File: src/asf_defs.svh
// offsets, field positions, reset values and codes of the sticky flag block
`ifndef ASF_DEFS_SVH
`define ASF_DEFS_SVH

// ---------------------------------------------------------------
// register byte offsets
// ---------------------------------------------------------------
`define ASF_OFF_CORE_STATUS 8'h00
`define ASF_OFF_INT_STATUS  8'h04
`define ASF_OFF_INT_MASK    8'h08

// ---------------------------------------------------------------
// core_status field positions
// ---------------------------------------------------------------
`define ASF_BIT_LIMIT    6
`define ASF_BIT_SCALING  7
`define ASF_BIT_IPL_LO   8
`define ASF_BIT_IPL_HI   9
`define ASF_CORE_WIDTH   24

// ---------------------------------------------------------------
// interrupt event bits
// ---------------------------------------------------------------
`define ASF_EV_SCALING   0
`define ASF_EV_LIMIT     1
`define ASF_EV_WIDTH     2

// ---------------------------------------------------------------
// reset values and codes
// ---------------------------------------------------------------
`define ASF_RST_IPL      2'h3
`define ASF_RST_SCALING  1'h0
`define ASF_RST_LIMIT    1'h0
`define ASF_RST_MASK     2'h0
`define ASF_MODE_NONE    2'h0
`define ASF_MODE_DOWN    2'h1
`define ASF_MODE_UP      2'h2
`define ASF_RESP_OKAY    2'h0
`define ASF_RESP_SLVERR  2'h2

`endif

File: src/asf_pkg.sv
// types shared by the sticky flag block
package asf_pkg;
  typedef logic [1:0]  asf_mode_t;
  typedef logic [55:0] asf_acc_t;
  typedef enum {WR_IDLE, WR_ADDR, WR_DATA, WR_RESP} asf_wr_e;
endpackage

File: src/asf_flag_if.sv
// evaluator signals between the flag core and its two evaluators
`timescale 1ns/100ps
interface asf_flag_if;
  asf_pkg::asf_mode_t scale_mode;
  asf_pkg::asf_acc_t  acc [2];
  logic               overflow;
  logic               limiting;
  logic               saturated;
  logic               sat_mode;
  logic               scale_hit;
  logic               limit_hit;

  modport core  (output scale_mode, acc, overflow, limiting, saturated, sat_mode,
                 input scale_hit, limit_hit);
  modport scale (input scale_mode, acc, output scale_hit);
  modport limit (input overflow, limiting, saturated, sat_mode, output limit_hit);
endinterface

File: src/asf_scale_eval.sv
// scaling flag equation selected by the scaling mode
`timescale 1ns/100ps
`include "asf_defs.svh"
module asf_scale_eval (
  asf_flag_if.scale f  // evaluator side
);
  logic [1:0] hit;

  // one bit pair per accumulator, pair chosen by mode
  for (genvar g = 0; g < 2; g++) begin : g_acc
    always_comb begin
      case (f.scale_mode)
        `ASF_MODE_NONE: hit[g] = f.acc[g][46] ^ f.acc[g][45];
        `ASF_MODE_DOWN: hit[g] = f.acc[g][47] ^ f.acc[g][46];
        `ASF_MODE_UP:   hit[g] = f.acc[g][45] ^ f.acc[g][44];
        default:        hit[g] = 1'b0; // reserved code: flag holds
      endcase
    end
  end

  // either accumulator sets the flag
  assign f.scale_hit = |hit;
endmodule

File: src/asf_limit_eval.sv
// limit flag set condition
`timescale 1ns/100ps
module asf_limit_eval (
  asf_flag_if.limit f  // evaluator side
);
  // overflow, limiter action, or saturation in saturation mode
  assign f.limit_hit = f.overflow | f.limiting
                     | (f.sat_mode & f.saturated);
endmodule

File: src/asf_top.sv
// sticky scaling and limit flags, interrupt mask field and register slave
`timescale 1ns/100ps
`include "asf_defs.svh"

// Notes on behaviour
// - accumulator move to data bus sets scaling
// - scaling flag sticky, cleared explicitly, resets zero
// - scaling mode picks the flag equation
// - overflow or limiter action sets limit
// - saturation sets limit only in saturation mode
// - limit flag latches, cleared by reset/instruction
// - accumulator reads by moves update limit
// - per-mode bit pairs, ORed with previous value
module asf_top #(
  parameter int ADDR_W = 8  // axi address width
) (
  input  wire logic               i_clk,            // core clock
  input  wire logic               i_sys_rst,        // sync reset, high
  input  wire logic               i_ce,             // clock enable
  input  wire logic [ADDR_W-1:0]  i_s_axi_awaddr,   // write address
  input  wire logic               i_s_axi_awvalid,  // write address valid
  output logic                    o_s_axi_awready,  // write address ready
  input  wire logic [31:0]        i_s_axi_wdata,    // write data
  input  wire logic [3:0]         i_s_axi_wstrb,    // write byte strobes
  input  wire logic               i_s_axi_wvalid,   // write data valid
  output logic                    o_s_axi_wready,   // write data ready
  output logic [1:0]              o_s_axi_bresp,    // write response
  output logic                    o_s_axi_bvalid,   // write response valid
  input  wire logic               i_s_axi_bready,   // write response ready
  input  wire logic [ADDR_W-1:0]  i_s_axi_araddr,   // read address
  input  wire logic               i_s_axi_arvalid,  // read address valid
  output logic                    o_s_axi_arready,  // read address ready
  output logic [31:0]             o_s_axi_rdata,    // read data
  output logic [1:0]              o_s_axi_rresp,    // read response
  output logic                    o_s_axi_rvalid,   // read data valid
  input  wire logic               i_s_axi_rready,   // read data ready
  input  wire asf_pkg::asf_mode_t i_scale_mode,     // scaling mode field
  input  wire asf_pkg::asf_acc_t  i_acc_a,          // accumulator a
  input  wire asf_pkg::asf_acc_t  i_acc_b,          // accumulator b
  input  wire logic               i_acc_move,       // a/b onto data bus
  input  wire logic               i_overflow,       // overflow flag set
  input  wire logic               i_limiting,       // limiter acted
  input  wire logic               i_saturated,      // alu result saturated
  input  wire logic               i_sat_mode,       // saturation mode on
  input  wire logic               i_clr_scaling,    // instruction clears s
  input  wire logic               i_clr_limit,      // instruction clears l
  output logic                    o_scaling_flag,   // sticky scaling flag
  output logic                    o_limit_flag,     // sticky limit flag
  output logic [1:0]              o_interrupt_priority_level, // mask field
  output logic [3:0]              o_level_permit,   // levels let through
  output logic                    o_irq             // interrupt, high
);

  // ---------------------------------------------------------------
  // elaboration checks
  // ---------------------------------------------------------------
  if (ADDR_W < 4 || ADDR_W > 32) begin : g_bad_addr
    $error("asf_top: ADDR_W must lie in 4..32");
  end

  // ---------------------------------------------------------------
  // evaluators
  // ---------------------------------------------------------------
  asf_flag_if flag_bus ();

  // drive evaluator inputs from the core pins
  assign flag_bus.scale_mode = i_scale_mode;
  assign flag_bus.acc[0]     = i_acc_a;
  assign flag_bus.acc[1]     = i_acc_b;
  assign flag_bus.overflow   = i_overflow;
  assign flag_bus.limiting   = i_limiting;
  assign flag_bus.saturated  = i_saturated;
  assign flag_bus.sat_mode   = i_sat_mode;

  asf_scale_eval u_scale (
    .f (flag_bus.scale)
  );

  asf_limit_eval u_limit (
    .f (flag_bus.limit)
  );

  // ---------------------------------------------------------------
  // state declarations
  // ---------------------------------------------------------------
  asf_pkg::asf_wr_e        wr_st_q, wr_st_d;
  logic [ADDR_W-1:0]       awaddr_q, awaddr_d;
  logic [31:0]             wdata_q, wdata_d;
  logic [3:0]              wstrb_q, wstrb_d;
  logic                    awready_q, awready_d;
  logic                    wready_q, wready_d;
  logic                    bvalid_q, bvalid_d;
  logic [1:0]              bresp_q, bresp_d;
  logic                    arready_q, arready_d;
  logic                    rvalid_q, rvalid_d;
  logic [31:0]             rdata_q, rdata_d;
  logic [1:0]              rresp_q, rresp_d;
  logic                    scal_q, scal_d;
  logic                    lim_q, lim_d;
  logic [1:0]              ipl_q, ipl_d;
  logic [3:0]              permit_q, permit_d;
  logic [`ASF_EV_WIDTH-1:0] ist_q, ist_d;
  logic [`ASF_EV_WIDTH-1:0] imask_q, imask_d;
  logic                    irq_q, irq_d;

  // ---------------------------------------------------------------
  // write channel handling
  // ---------------------------------------------------------------
  logic              aw_hs;
  logic              w_hs;
  logic              commit;
  logic [ADDR_W-1:0] eff_addr;
  logic [31:0]       eff_data;
  logic [3:0]        eff_strb;
  logic [7:0]        eff_off;
  logic              wr_core;
  logic              wr_ist;
  logic              wr_imask;

  // handshakes on this edge
  assign aw_hs = i_s_axi_awvalid & awready_q;
  assign w_hs  = i_s_axi_wvalid & wready_q;

  // address and data either taken now or held from earlier
  assign eff_addr = aw_hs ? i_s_axi_awaddr : awaddr_q;
  assign eff_data = w_hs ? i_s_axi_wdata : wdata_q;
  assign eff_strb = w_hs ? i_s_axi_wstrb : wstrb_q;
  assign eff_off  = 8'(eff_addr & ADDR_W'(8'hfc));

  // write state and channel readies
  always_comb begin
    wr_st_d  = wr_st_q;
    awaddr_d = aw_hs ? i_s_axi_awaddr : awaddr_q;
    wdata_d  = w_hs ? i_s_axi_wdata : wdata_q;
    wstrb_d  = w_hs ? i_s_axi_wstrb : wstrb_q;
    commit   = 1'b0;
    case (wr_st_q)
      asf_pkg::WR_IDLE: begin
        if (aw_hs && w_hs) begin
          commit  = 1'b1;
          wr_st_d = asf_pkg::WR_RESP;
        end else if (aw_hs) begin
          wr_st_d = asf_pkg::WR_ADDR;
        end else if (w_hs) begin
          wr_st_d = asf_pkg::WR_DATA;
        end
      end
      asf_pkg::WR_ADDR: begin
        if (w_hs) begin
          commit  = 1'b1;
          wr_st_d = asf_pkg::WR_RESP;
        end
      end
      asf_pkg::WR_DATA: begin
        if (aw_hs) begin
          commit  = 1'b1;
          wr_st_d = asf_pkg::WR_RESP;
        end
      end
      asf_pkg::WR_RESP: begin
        if (i_s_axi_bready) begin
          wr_st_d = asf_pkg::WR_IDLE;
        end
      end
      default: wr_st_d = asf_pkg::WR_IDLE;
    endcase
    awready_d = (wr_st_d == asf_pkg::WR_IDLE) || (wr_st_d == asf_pkg::WR_DATA);
    wready_d  = (wr_st_d == asf_pkg::WR_IDLE) || (wr_st_d == asf_pkg::WR_ADDR);
    bvalid_d  = (wr_st_d == asf_pkg::WR_RESP);
  end

  // write decode and response code
  always_comb begin
    wr_core  = commit && (eff_off == `ASF_OFF_CORE_STATUS);
    wr_ist   = commit && (eff_off == `ASF_OFF_INT_STATUS);
    wr_imask = commit && (eff_off == `ASF_OFF_INT_MASK);
    bresp_d  = bresp_q;
    if (commit) begin
      bresp_d = (wr_core || wr_ist || wr_imask) ? `ASF_RESP_OKAY : `ASF_RESP_SLVERR;
    end
  end

  // ---------------------------------------------------------------
  // read channel handling
  // ---------------------------------------------------------------
  logic       ar_hs;
  logic [7:0] ar_off;

  assign ar_hs  = i_s_axi_arvalid & arready_q;
  assign ar_off = 8'(i_s_axi_araddr & ADDR_W'(8'hfc));

  // read data capture, one read at a time
  always_comb begin
    rvalid_d = rvalid_q;
    rdata_d  = rdata_q;
    rresp_d  = rresp_q;
    if (rvalid_q && i_s_axi_rready) begin
      rvalid_d = 1'b0;
    end
    if (ar_hs) begin
      rvalid_d = 1'b1;
      rresp_d  = `ASF_RESP_OKAY;
      case (ar_off)
        `ASF_OFF_CORE_STATUS: begin
          rdata_d = 32'h0000_0000;
          rdata_d[`ASF_BIT_IPL_HI:`ASF_BIT_IPL_LO] = ipl_q;
          rdata_d[`ASF_BIT_SCALING] = scal_q;
          rdata_d[`ASF_BIT_LIMIT]   = lim_q;
        end
        `ASF_OFF_INT_STATUS: rdata_d = {30'h0, ist_q};
        `ASF_OFF_INT_MASK:   rdata_d = {30'h0, imask_q};
        default: begin
          rdata_d = 32'h0000_0000;
          rresp_d = `ASF_RESP_SLVERR;
        end
      endcase
    end
    arready_d = !rvalid_d;
  end

  // ---------------------------------------------------------------
  // sticky flags and mask field
  // ---------------------------------------------------------------
  logic sw_clr_scal;
  logic sw_clr_lim;
  logic scal_set;
  logic lim_set;

  // software clears by writing zero into the low byte
  assign sw_clr_scal = wr_core && eff_strb[0] && !eff_data[`ASF_BIT_SCALING];
  assign sw_clr_lim  = wr_core && eff_strb[0] && !eff_data[`ASF_BIT_LIMIT];

  // set terms: mode-selected equation on a bus move
  assign scal_set = i_acc_move && flag_bus.scale_hit;
  // limit events, including those seen during accumulator moves
  assign lim_set  = flag_bus.limit_hit;

  // flag update: clear first, set wins over the clear
  always_comb begin
    scal_d = scal_q;
    lim_d  = lim_q;
    if (i_clr_scaling || sw_clr_scal) begin
      scal_d = 1'b0;
    end
    if (i_clr_limit || sw_clr_lim) begin
      lim_d = 1'b0;
    end
    scal_d = scal_d | scal_set;
    lim_d  = lim_d | lim_set;
  end

  // interrupt priority mask field and permitted levels
  always_comb begin
    ipl_d = ipl_q;
    if (wr_core && eff_strb[1]) begin
      ipl_d = eff_data[`ASF_BIT_IPL_HI:`ASF_BIT_IPL_LO];
    end
  end

  // a level passes when it is at or above the mask field
  for (genvar k = 0; k < 4; k++) begin : g_permit
    assign permit_d[k] = (2'(k) >= ipl_d);
  end

  // ---------------------------------------------------------------
  // interrupt status and mask
  // ---------------------------------------------------------------
  always_comb begin
    ist_d   = ist_q;
    imask_d = imask_q;
    if (wr_ist && eff_strb[0]) begin
      ist_d = ist_q & ~eff_data[`ASF_EV_WIDTH-1:0];
    end
    if (wr_imask && eff_strb[0]) begin
      imask_d = eff_data[`ASF_EV_WIDTH-1:0];
    end
    // new flag rises are events; they win over a clear
    ist_d[`ASF_EV_SCALING] = ist_d[`ASF_EV_SCALING] | (scal_d & !scal_q);
    ist_d[`ASF_EV_LIMIT]   = ist_d[`ASF_EV_LIMIT] | (lim_d & !lim_q);
    irq_d = |(ist_d & imask_d);
  end

  // ---------------------------------------------------------------
  // registers
  // ---------------------------------------------------------------
  always_ff @(posedge i_clk) begin
    if (i_sys_rst) begin
      wr_st_q   <= asf_pkg::WR_IDLE;
      awaddr_q  <= '0;
      wdata_q   <= 32'h0000_0000;
      wstrb_q   <= 4'h0;
      awready_q <= 1'b1;
      wready_q  <= 1'b1;
      bvalid_q  <= 1'b0;
      bresp_q   <= `ASF_RESP_OKAY;
      arready_q <= 1'b1;
      rvalid_q  <= 1'b0;
      rdata_q   <= 32'h0000_0000;
      rresp_q   <= `ASF_RESP_OKAY;
      scal_q    <= `ASF_RST_SCALING;
      lim_q     <= `ASF_RST_LIMIT;
      ipl_q     <= `ASF_RST_IPL;
      permit_q  <= 4'h8;
      ist_q     <= '0;
      imask_q   <= `ASF_RST_MASK;
      irq_q     <= 1'b0;
    end else if (i_ce) begin
      wr_st_q   <= wr_st_d;
      awaddr_q  <= awaddr_d;
      wdata_q   <= wdata_d;
      wstrb_q   <= wstrb_d;
      awready_q <= awready_d;
      wready_q  <= wready_d;
      bvalid_q  <= bvalid_d;
      bresp_q   <= bresp_d;
      arready_q <= arready_d;
      rvalid_q  <= rvalid_d;
      rdata_q   <= rdata_d;
      rresp_q   <= rresp_d;
      scal_q    <= scal_d;
      lim_q     <= lim_d;
      ipl_q     <= ipl_d;
      permit_q  <= permit_d;
      ist_q     <= ist_d;
      imask_q   <= imask_d;
      irq_q     <= irq_d;
    end
  end

  // ---------------------------------------------------------------
  // outputs, all from flip-flops
  // ---------------------------------------------------------------
  assign o_s_axi_awready            = awready_q;
  assign o_s_axi_wready             = wready_q;
  assign o_s_axi_bvalid             = bvalid_q;
  assign o_s_axi_bresp              = bresp_q;
  assign o_s_axi_arready            = arready_q;
  assign o_s_axi_rvalid             = rvalid_q;
  assign o_s_axi_rdata              = rdata_q;
  assign o_s_axi_rresp              = rresp_q;
  assign o_scaling_flag             = scal_q;
  assign o_limit_flag               = lim_q;
  assign o_interrupt_priority_level = ipl_q;
  assign o_level_permit             = permit_q;
  assign o_irq                      = irq_q;

endmodule

File: config.mk
export PLATFORM = sky130hd
export DESIGN_NAME = asf_top
export DESIGN_NICKNAME = d
export VERILOG_FILES = /design/src/asf_pkg.sv /design/src/asf_flag_if.sv /design/src/asf_scale_eval.sv /design/src/asf_limit_eval.sv /design/src/asf_top.sv
export VERILOG_INCLUDE_DIRS = /design/src
export SDC_FILE = /design/constraint.sdc
export NUM_CORES = 1
export LEC_CHECK = 0
export BUFFER_PORTS_ARGS = -buffer_cell sky130_fd_sc_hd__clkbuf_2
export CAP_MARGIN = 15
export CELL_PAD_IN_SITES_DETAIL_PLACEMENT = 0
export CELL_PAD_IN_SITES_GLOBAL_PLACEMENT = 1
export CORE_UTILIZATION = 30
export CTS_CLUSTER_SIZE = 25
export DETAILED_ROUTE_END_ITERATION = 10
export GPL_ROUTABILITY_DRIVEN = 1
export PLACE_DENSITY = 0.86
export SLEW_MARGIN = 20
export SYNTH_ARGS = -nofsm -noshare
export SYNTH_HDL_FRONTEND = slang
export SYNTH_HIERARCHICAL = 1
export SYNTH_SLANG_ARGS = --single-unit
File: constraint.sdc
create_clock -name i_clk -period 6.55 [get_ports i_clk]
set_input_delay 1.965 -clock i_clk [delete_from_list [all_inputs] [get_ports i_clk]]
set_output_delay 1.965 -clock i_clk [all_outputs]
set_load 0.05 [all_outputs]
==> results.yml, run 1 <==
min_path:
  holdPathStages: 1
  hold_path_class: "register to register"
layout:
  layout_commonest_cell: "dfxtp_1"
  n_antenna_cell: 0
  final_cell_mix: "dfxtp_1 (71), clkbuf_2 (65), nor2_1 (38)"
  final_net_count: 597
  syn_to_final_growth_pct: 16.2
  stdcell_count: 557
  fin_util: 0.364
  drive_gt1_frac: 0.247
setup_path:
  cpMaxStageDelayCell: "clkbuf_2"
  startpoint_type: "input port"
  cp_top_family: "simple AND/OR/NAND/NOR gates"
  critPathKind: "input port to register"
  arrival_ns: 3.98
  critical_path_required_ns: 6.82
  worstPathCellList: "clkbuf_2 -> nand3_1 -> nand2b_1 -> nor3_1 -> a22oi_1 -> nor2_1"
  r2r_slack_ns: 4.34
  slowest_delay_ns: 0.58
  cp_max_fo: 39
  worst-path-stages: 6
  endpoint_kind: "register"
  path_buf_inv: 1
  reg2reg_depth: 6
floorplan:
  coreArea_um2: 10500
  pin_count: 231
  die_h_um: 106
  fp-row-count: 37
  initial_core_util: 0.313
  fp.dieW_um: 106
  dieArea_um2: 11300
yosys:
  syn_inst: 356
  ys_ff_latch: 71
  syn-mean-instance-area_um2: 9.20
  ys_types: 52
  synth_area_um2: 3270
  ys_warn_count: 6
  ys_seq_area_frac: 0.434
timing:
  setup_tns_ns: 0
  slew_violations: 0
  finalSetupViolCount: 0
  worst_pin_slew_ns: 0.819
  hold_viol: 0
  rsz0062_at_grt: "no"
  finClkSkew_ns: 0.0147
  fmaxAchievable_mhz: 270
  fin_ws_ns: 2.84
  fin_crit_ns: 3.71
  slew_headroom: 0.454
  finalCritPeriodShare: 0.566
clock_network:
  ctsHoldBuffers: 0
  cts.sinks: 71
  postCtsResizedCells: 0
  clk_pin_slew_worst_paths_ns: 0.08
  tritoncts: "built"
  cts_inserted_buffers: 9
  clk_latency_ns: 0.34
  clockBufferDepth: 2
  clockRootBuffer: "clkbuf_8"
  postCtsSetupBuffers: 0
  htreeDepth: 3
grt:
  grt_usage: 0.133
  grt_pass1_vias: 2369
  overflow: 0
  antenna_found_initial: 0
  grt_max_degree: 40
  grt_pass1_wl_mm: 11.7
power_and_ir_drop:
  leakage_nw: 1.67
  power_density_nw_per_um2: 253
  vdd_ir_drop_max_v: 0.000140
route:
  drt_iter0_markers: 128
  route.detailed.drc: 0
  firstDrtPassIters: 5
  ant_nets: 0
  wl_mm: 7.23
  vias: 2580
  wire_per_inst_um: 13.0
  vias_per_cell: 4.63
flow_run:
  maxCapViolations: 0
placement:
  post-place-ws_ns: 2.47
  io_buffers: 65
  dp_hpwl_mm: 5.38
  placed_cells: 541
  finalWeightedCongestion: 0.774
outcome:
  status: "finished, final reports clean"
flip-flops by register name, indices dropped and copies added, names as in the netlist, 3 cells and up:
signal and flops:
o_level_permit 3, o_s_axi_rdata 6, wr_st_q 32, awaddr_q 6, wdata_q 6
stage by stage:
step | total power (W) | area [um^2] | hold slack (ns)
floorplan | 0.000589 | 3380 | 0.430
global placement | 0.000608 | 3600 | 0.442
detailed placement | 0.000610 | 3600 | 0.447
CTS | 0.000969 | 3800 | 0.465
global route | 0.00101 | 3800 | 0.475
finish | 0.000961 | 3800 | 0.462
final cells by class:
type / instances / area (um^2)
fill: 1086 / 6660
timing repair buffer: 66 / 333
multi-input combinational: 265 / 1660
clock inverter: 4 / 53.8
clock buffer: 12 / 155
tap: 136 / 170
inverter: 3 / 11.3
sequential: 71 / 1420
report_power, final:
part	switching (W)	leakage (nW)	total, W	internal (W)
Clock	0.000162	0.0988	0.000360	0.000197
Sequential	0.00000958	0.577	0.000452	0.000443
Combinational	0.000107	0.990	0.000149	0.0000426
cells by family (layout without fill, tap and decap cells):
logic type | Yosys count | count (layout) | synth area share
compound gates | 57 | 57 | 0.125
flops | 71 | 71 | 0.434
other cells | 2 | 29 | 0.00229
buf+inv | 47 | 85 | 0.0898
simple gates | 146 | 146 | 0.243
mux | 30 | 30 | 0.0971
xor+xnor | 3 | 3 | 0.00803
synthesized netlist by cell type, drive strengths merged:
master / n / area share
a211oi: 6 / 0.015
nor2: 38 / 0.044
a21o: 1 / 0.0023
o311ai: 1 / 0.0027
and2: 32 / 0.062
a211o: 1 / 0.0027
and4: 1 / 0.0027
o2111ai: 3 / 0.0080
nor4b: 1 / 0.0027
a31o: 1 / 0.0027
a21boi: 2 / 0.0046
dfxtp: 71 / 0.43
nand4: 5 / 0.0096
o2111a: 1 / 0.0034
and2b: 2 / 0.0057
nor2b: 6 / 0.011
o31ai: 2 / 0.0046
nor4: 11 / 0.029
a32oi: 1 / 0.0027
nand2: 23 / 0.026
mux2i: 22 / 0.067
clkbuf: 12 / 0.014
o211ai: 2 / 0.010
a22oi: 7 / 0.016
nor3b: 1 / 0.0023
o21ai: 7 / 0.011
a31oi: 6 / 0.011
nand3: 12 / 0.018
mux2: 8 / 0.030
nor3: 6 / 0.014
a21oi: 16 / 0.028
xor2: 3 / 0.0080
inv: 3 / 0.0034
nand2b: 5 / 0.0096
or2: 1 / 0.0019
buf: 32 / 0.073
and3: 1 / 0.0019
conb: 2 / 0.0023
and3b: 1 / 0.0027
per-layer routing:
| layer | part of all wire | global-route usage | up-vias |
|---|---|---|---|
| met5 | 0 | 0 | - |
| met4 | 0.0087 | 0.0362 | 0 |
| met3 | 0.097 | 0.0521 | 4 |
| met2 | 0.39 | 0.190 | 123 |
| met1 | 0.51 | 0.185 | 1146 |
| li1 | - | - | 1307 |
final timing paths:
path / from / end
worst max register to register: o_s_axi_wready$_SDFFE_PP1P_ / imask_q[1]$_SDFFE_PP0P_
worst min register to register: wr_st_q[12]$_SDFFE_PP0P_ / wr_st_q[12]$_SDFFE_PP0P_
worst min-delay path: wr_st_q[12]$_SDFFE_PP0P_ / wr_st_q[12]$_SDFFE_PP0P_
worst max-delay path: i_ce / o_s_axi_rdata[6]$_SDFFE_PP0P_
worst reg2reg max path, delay by kind of cell (launching register included):
family           cells  cell delay [ns]
flip-flops           1             0.40
multiplexers         2             0.47
AND/OR/NAND/NOR      4             1.19
(Power assumes the default switching activity.)
==> run 2: changes to the inputs <==
- CORE_UTILIZATION: 30 -> 28
- PLACE_DENSITY: 0.86 -> 0.81
- clock period: 6.55 -> 3.8 ns (I/O delays scaled with it)
==> run 2 against run 1 <==
Non-clock buffer count increased by 1. Global-route usage is 0.078 points higher. Clock power grew to 2.6 times the previous value. Wire length is 4.0% higher. Cell count increased by 1.4%.
==> results.yml, run 2 (synthesis gave the netlist of run 1 again) <==
setup_path:
  startpoint_type: "input port"
  endpoint_kind: "register"
  critPathKind: "input port to register"
  worstPathCellList: "clkbuf_2 -> and2_1 -> mux2i_1 -> nor3_1 -> and4_1 -> mux2i_1 -> nor2_1"
  cp_top_family: "simple AND/OR/NAND/NOR gates"
  cpMaxStageDelayCell: "and2_1"
  path_buf_inv: 1
  slowest_delay_ns: 0.48
  arrival_ns: 2.89
  cp_common_cell: "mux2i_1"
  cp_max_fo: 10
  critical_path_required_ns: 3.98
layout:
  largest_reg_flops: 32
  n_antenna_cell: 0
  final_net_count: 598
  fin_util: 0.346
  fill_cells: 1176
  syn_to_final_growth_pct: 20.6
  drive_gt1_frac: 0.249
  layout_commonest_cell: "dfxtp_1"
  final_cell_mix: "dfxtp_1 (71), clkbuf_2 (65), nor2_1 (38)"
  largest-register: "wr_st_q"
power_and_ir_drop:
  switching_power_w: 0.000512
  comb_power_share: 0.130
  vdd_ir_drop_max_v: 0.000178
  leakage_nw: 1.74
  p_int_w: 0.00148
  power_density_nw_per_um2: 504
  p_sw_frac: 0.257
  share_seq_of_total_power: 0.392
  pwr-share-clk: 0.478
floorplan:
  die_h_um: 110
  initial_core_util: 0.287
  coreArea_um2: 11400
  fp-row-count: 39
  fp.dieW_um: 110
  dieArea_um2: 12100
  pin_count: 231
clock_network:
  clockRootBuffer: "clkbuf_16"
  clk_pin_slew_worst_paths_ns: 0.06
  postCtsResizedCells: 0
  postCtsSetupBuffers: 0
  tritoncts: "built"
  htreeDepth: 3
  cts.sinks: 71
  cts_inserted_buffers: 9
  ctsHoldBuffers: 0
  clk_latency_ns: 0.33
  clockBufferDepth: 2
grt:
  grt_max_degree: 40
  antenna_found_initial: 0
  grt_pass1_wl_mm: 12.2
  grt_usage: 0.134
  overflow: 0
  grt_pass1_vias: 2505
flow_run:
  maxCapViolations: 0
route:
  ant_nets: 0
  route.detailed.drc: 0
  drt_iter0_markers: 90
  firstDrtPassIters: 4
  vias: 2579
  wl_mm: 7.52
  vias_per_cell: 4.56
  wire_per_inst_um: 13.3
timing:
  slew_violations: 0
  worst_pin_slew_ns: 0.802
  slew_headroom: 0.466
  finalCritPeriodShare: 0.713
  finalSetupViolCount: 0
  setup_tns_ns: 0
  finClkSkew_ns: 0.00466
  hold_viol: 0
  rsz0062_at_grt: "no"
  fin_crit_ns: 2.71
  fmaxAchievable_mhz: 369
min_path:
  hold_path_class: "register to register"
placement:
  dp_hpwl_mm: 5.55
  finalWeightedCongestion: 0.794
  io_buffers: 65
outcome:
  status: "finished, final reports clean"
[run 2: cell types whose count changed in the layout (fill, tap and decap cells not counted), sizes merged]
cell and delta:
clkbuf -2, buf +1, clkinvlp -2, clkinv +2
bufinv +2
[run 2: worst reg2reg max path: cells and delay by family, from the launching register on]
kind,cells,cell delay [ns]
muxes,2,0.49
and+or+nand+nor,4,1.17
DFF,1,0.40
[run 2: routing by layer]
metal  vias to the layer above  share of wire  global-route usage
met5                         -              0                   0
met4                         0          0.012              0.0432
met3                         7          0.088              0.0564
met2                       107           0.41               0.198
met1                      1159           0.49               0.176
li1                       1306              -                   -
[run 2: path summary, 6_finish.rpt]
kind	end	startpoint	slack [ns]	cells after the start
setup / recovery	imask_q[0]$_SDFFE_PP0P_	i_s_axi_wvalid	1.09	7
hold reg to reg	wr_st_q[5]$_SDFFE_PP0P_	wr_st_q[5]$_SDFFE_PP0P_	0.46	1
setup reg to reg	imask_q[0]$_SDFFE_PP0P_	o_s_axi_wready$_SDFFE_PP1P_	1.59	6
hold / removal	wr_st_q[5]$_SDFFE_PP0P_	wr_st_q[5]$_SDFFE_PP0P_	0.46	1
[run 2: per-stage QoR]
step	cell area, um^2	instances	total power (W)	setup slack, ns	hold slack [ns]
floorplan	3380	383	0.00102	1.19	0.430
global placement	3610	549	0.00105	0.850	0.442
detailed placement	3610	549	0.00105	0.772	0.447
CTS	3950	565	0.00201	1.11	0.463
global route	3950	565	0.00207	0.913	0.477
finish	3950	565	0.00199	1.09	0.458
[run 2: power groups by stage]
stage	sequential, W	clock [W]	combinational, W
global route	0.000783	0.00100	0.000280
CTS	0.000781	0.000970	0.000259
finish	0.000781	0.000951	0.000258
floorplan	0.000817	0	0.000198
detailed placement	0.000797	0	0.000258
global placement	0.000796	0	0.000254
[run 2: cell type report]
| type | count | area [um^2] | area share |
|---|---|---|---|
| clock buffer | 10 | 229 | 0.0580 |
| clock inverter | 6 | 109 | 0.0276 |
| inverter | 3 | 11.3 | 0.00285 |
| multi-input combinational | 265 | 1660 | 0.420 |
| sequential | 71 | 1420 | 0.360 |
| tap | 143 | 179 | 0.0453 |
| timing repair buffer | 67 | 340 | 0.0862 |
==> run 3: changes to the inputs <==
- clock period: 3.8 -> 2.75 ns (I/O delays scaled with it)
==> run 3 against run 2 <==
Sequential cell count unchanged. Die area unchanged. Sequential share of layout area decreased by 0.14 points. First-iteration DRC count increased by 74%. Largest cell class unchanged. Wire length decreased by 1.3%.
==> results.yml, run 3 (synthesis gave the netlist of run 1 again) <==
timing:
  slew_violations: 0
  finalSetupViolCount: 0
  fin_hold_ws_ns: 0.459
  fin_crit_ns: 2.22
  fmaxAchievable_mhz: 450
  hold_viol: 0
  setup_tns_ns: 0
  finClkSkew_ns: 0.00416
  finalCritPeriodShare: 0.807
  rsz0062_at_grt: "no"
grt:
  grt_usage: 0.129
  grt_pass1_vias: 2332
  grt_max_degree: 33
  overflow: 0
  grt_pass1_wl_mm: 11.8
  antenna_found_initial: 0
power_and_ir_drop:
  vdd_ir_drop_max_v: 0.000443
  leakage_nw: 1.74
  p_sw_frac: 0.267
  share_seq_of_total_power: 0.403
  pwr-share-clk: 0.462
  power_density_nw_per_um2: 675
  comb_power_share: 0.135
  switching_power_w: 0.000715
  p_int_w: 0.00196
outcome:
  status: "finished, final reports clean"
setup_path:
  critPathKind: "input port to register"
  cp_max_fo: 6
  startpoint_type: "input port"
  path_buf_inv: 2
  arrival_ns: 2.46
  reg2reg_depth: 6
  worst-path-stages: 8
  worstPathCellList: "clkbuf_2 -> and2_1 -> buf_4 -> mux2_2 -> nor4b_1 -> nand3_1 -> a21oi_1 -> a211oi_1"
  critical_path_required_ns: 2.99
  endpoint_kind: "register"
  slowest_delay_ns: 0.37
  cp_top_family: "simple AND/OR/NAND/NOR gates"
  cpMaxStageDelayCell: "mux2_2"
route:
  wire_per_inst_um: 13.0
  route.met2.wl_mm: 3.03
  ant_nets: 0
  drt_iter0_markers: 157
  routed.top_layer: "met4"
  route.detailed.drc: 0
  wl_mm: 7.42
  vias: 2613
  wl_met1_mm: 3.65
  firstDrtPassIters: 4
  vias_per_cell: 4.59
  wl_met3_um: 694
layout:
  final_net_count: 602
  final_cell_mix: "dfxtp_1 (71), clkbuf_2 (65), nor2_1 (38)"
  n_antenna_cell: 0
  largest-register: "wr_st_q"
  drive_gt1_frac: 0.256
  syn_to_final_growth_pct: 21.1
  largest_reg_flops: 32
  layout_commonest_cell: "dfxtp_1"
floorplan:
  coreArea_um2: 11400
  fp.dieW_um: 110
  die_h_um: 110
  dieArea_um2: 12100
  initial_core_util: 0.287
  pin_count: 231
  fp-row-count: 39
clock_network:
  ctsHoldBuffers: 0
  tritoncts: "built"
  clk_pin_slew_worst_paths_ns: 0.06
  clockBufferDepth: 2
  cts_inserted_buffers: 9
  clockRootBuffer: "clkbuf_16"
  postCtsSetupBuffers: 0
  postCtsResizedCells: 0
  htreeDepth: 3
  cts.sinks: 71
  clk_latency_ns: 0.32
placement:
  finalWeightedCongestion: 0.780
  io_buffers: 65
  dp_hpwl_mm: 5.63
min_path:
  hold_path_class: "register to register"
  holdPathStages: 1
flow_run:
  maxCapViolations: 0
[run 3: final cells by class]
| class | instances | area [um^2] |
|---|---|---|
| Clock buffer | 10 | 229 |
| Timing Repair Buffer | 71 | 370 |
| Tap cell | 143 | 179 |
| Inverter | 3 | 11.3 |
| Clock inverter | 6 | 93.8 |
| Fill cell | 1165 | 7450 |
| Multi-Input combinational cell | 265 | 1660 |
| Sequential cell | 71 | 1420 |
[run 3: routing by layer]
layer,GRT usage,vias up
li1,-,1324
met1,0.182,1179
met2,0.181,106
met3,0.0488,4
met4,0.0395,0
met5,0,-
[run 3: path summary, 6_finish.rpt]
check / startpoint / endpoint / slack, ns
worst min register to register: wr_st_q[12]$_SDFFE_PP0P_ / wr_st_q[12]$_SDFFE_PP0P_ / 0.46
worst min-delay path: wr_st_q[12]$_SDFFE_PP0P_ / wr_st_q[12]$_SDFFE_PP0P_ / 0.46
worst max-delay path: i_s_axi_wvalid / ist_q[0]$_SDFFE_PP0P_ / 0.53
worst max register to register: wr_st_q[12]$_SDFFE_PP0P_ / imask_q[1]$_SDFFE_PP0P_ / 0.62
[run 3: power by group through the flow]
stage | combinational, W | sequential [W] | clock [W]
2_1_floorplan | 0.000274 | 0.00113 | 0
3_3_place_gp | 0.000356 | 0.00110 | 0
3_5_place_dp | 0.000360 | 0.00110 | 0
4_1_cts | 0.000362 | 0.00108 | 0.00126
5_1_grt | 0.000391 | 0.00108 | 0.00131
6_report | 0.000361 | 0.00108 | 0.00124
[run 3: through the flow]
stage | util | setup slack, ns | std cells | total power (W) | instance area, um^2
3_3_place_gp | 0.319 | 0.219 | 553 | 0.00146 | 3640
6_report | 0.347 | 0.530 | 569 | 0.00268 | 3970
2_1_floorplan | - | 0.456 | 383 | 0.00140 | 3380
3_5_place_dp | 0.319 | 0.217 | 553 | 0.00146 | 3640
4_1_cts | 0.347 | 0.540 | 569 | 0.00270 | 3970
5_1_grt | 0.347 | 0.375 | 569 | 0.00279 | 3970
[run 3: worst reg2reg max path, cell delays in order (launching register included)]
cell and delay [ns]:
dfxtp_1 0.30, nor4_1 0.32, nand4_1 0.31, nor2_1 0.47, and4_1 0.35, mux2i_1 0.21, nor2_1 0.06
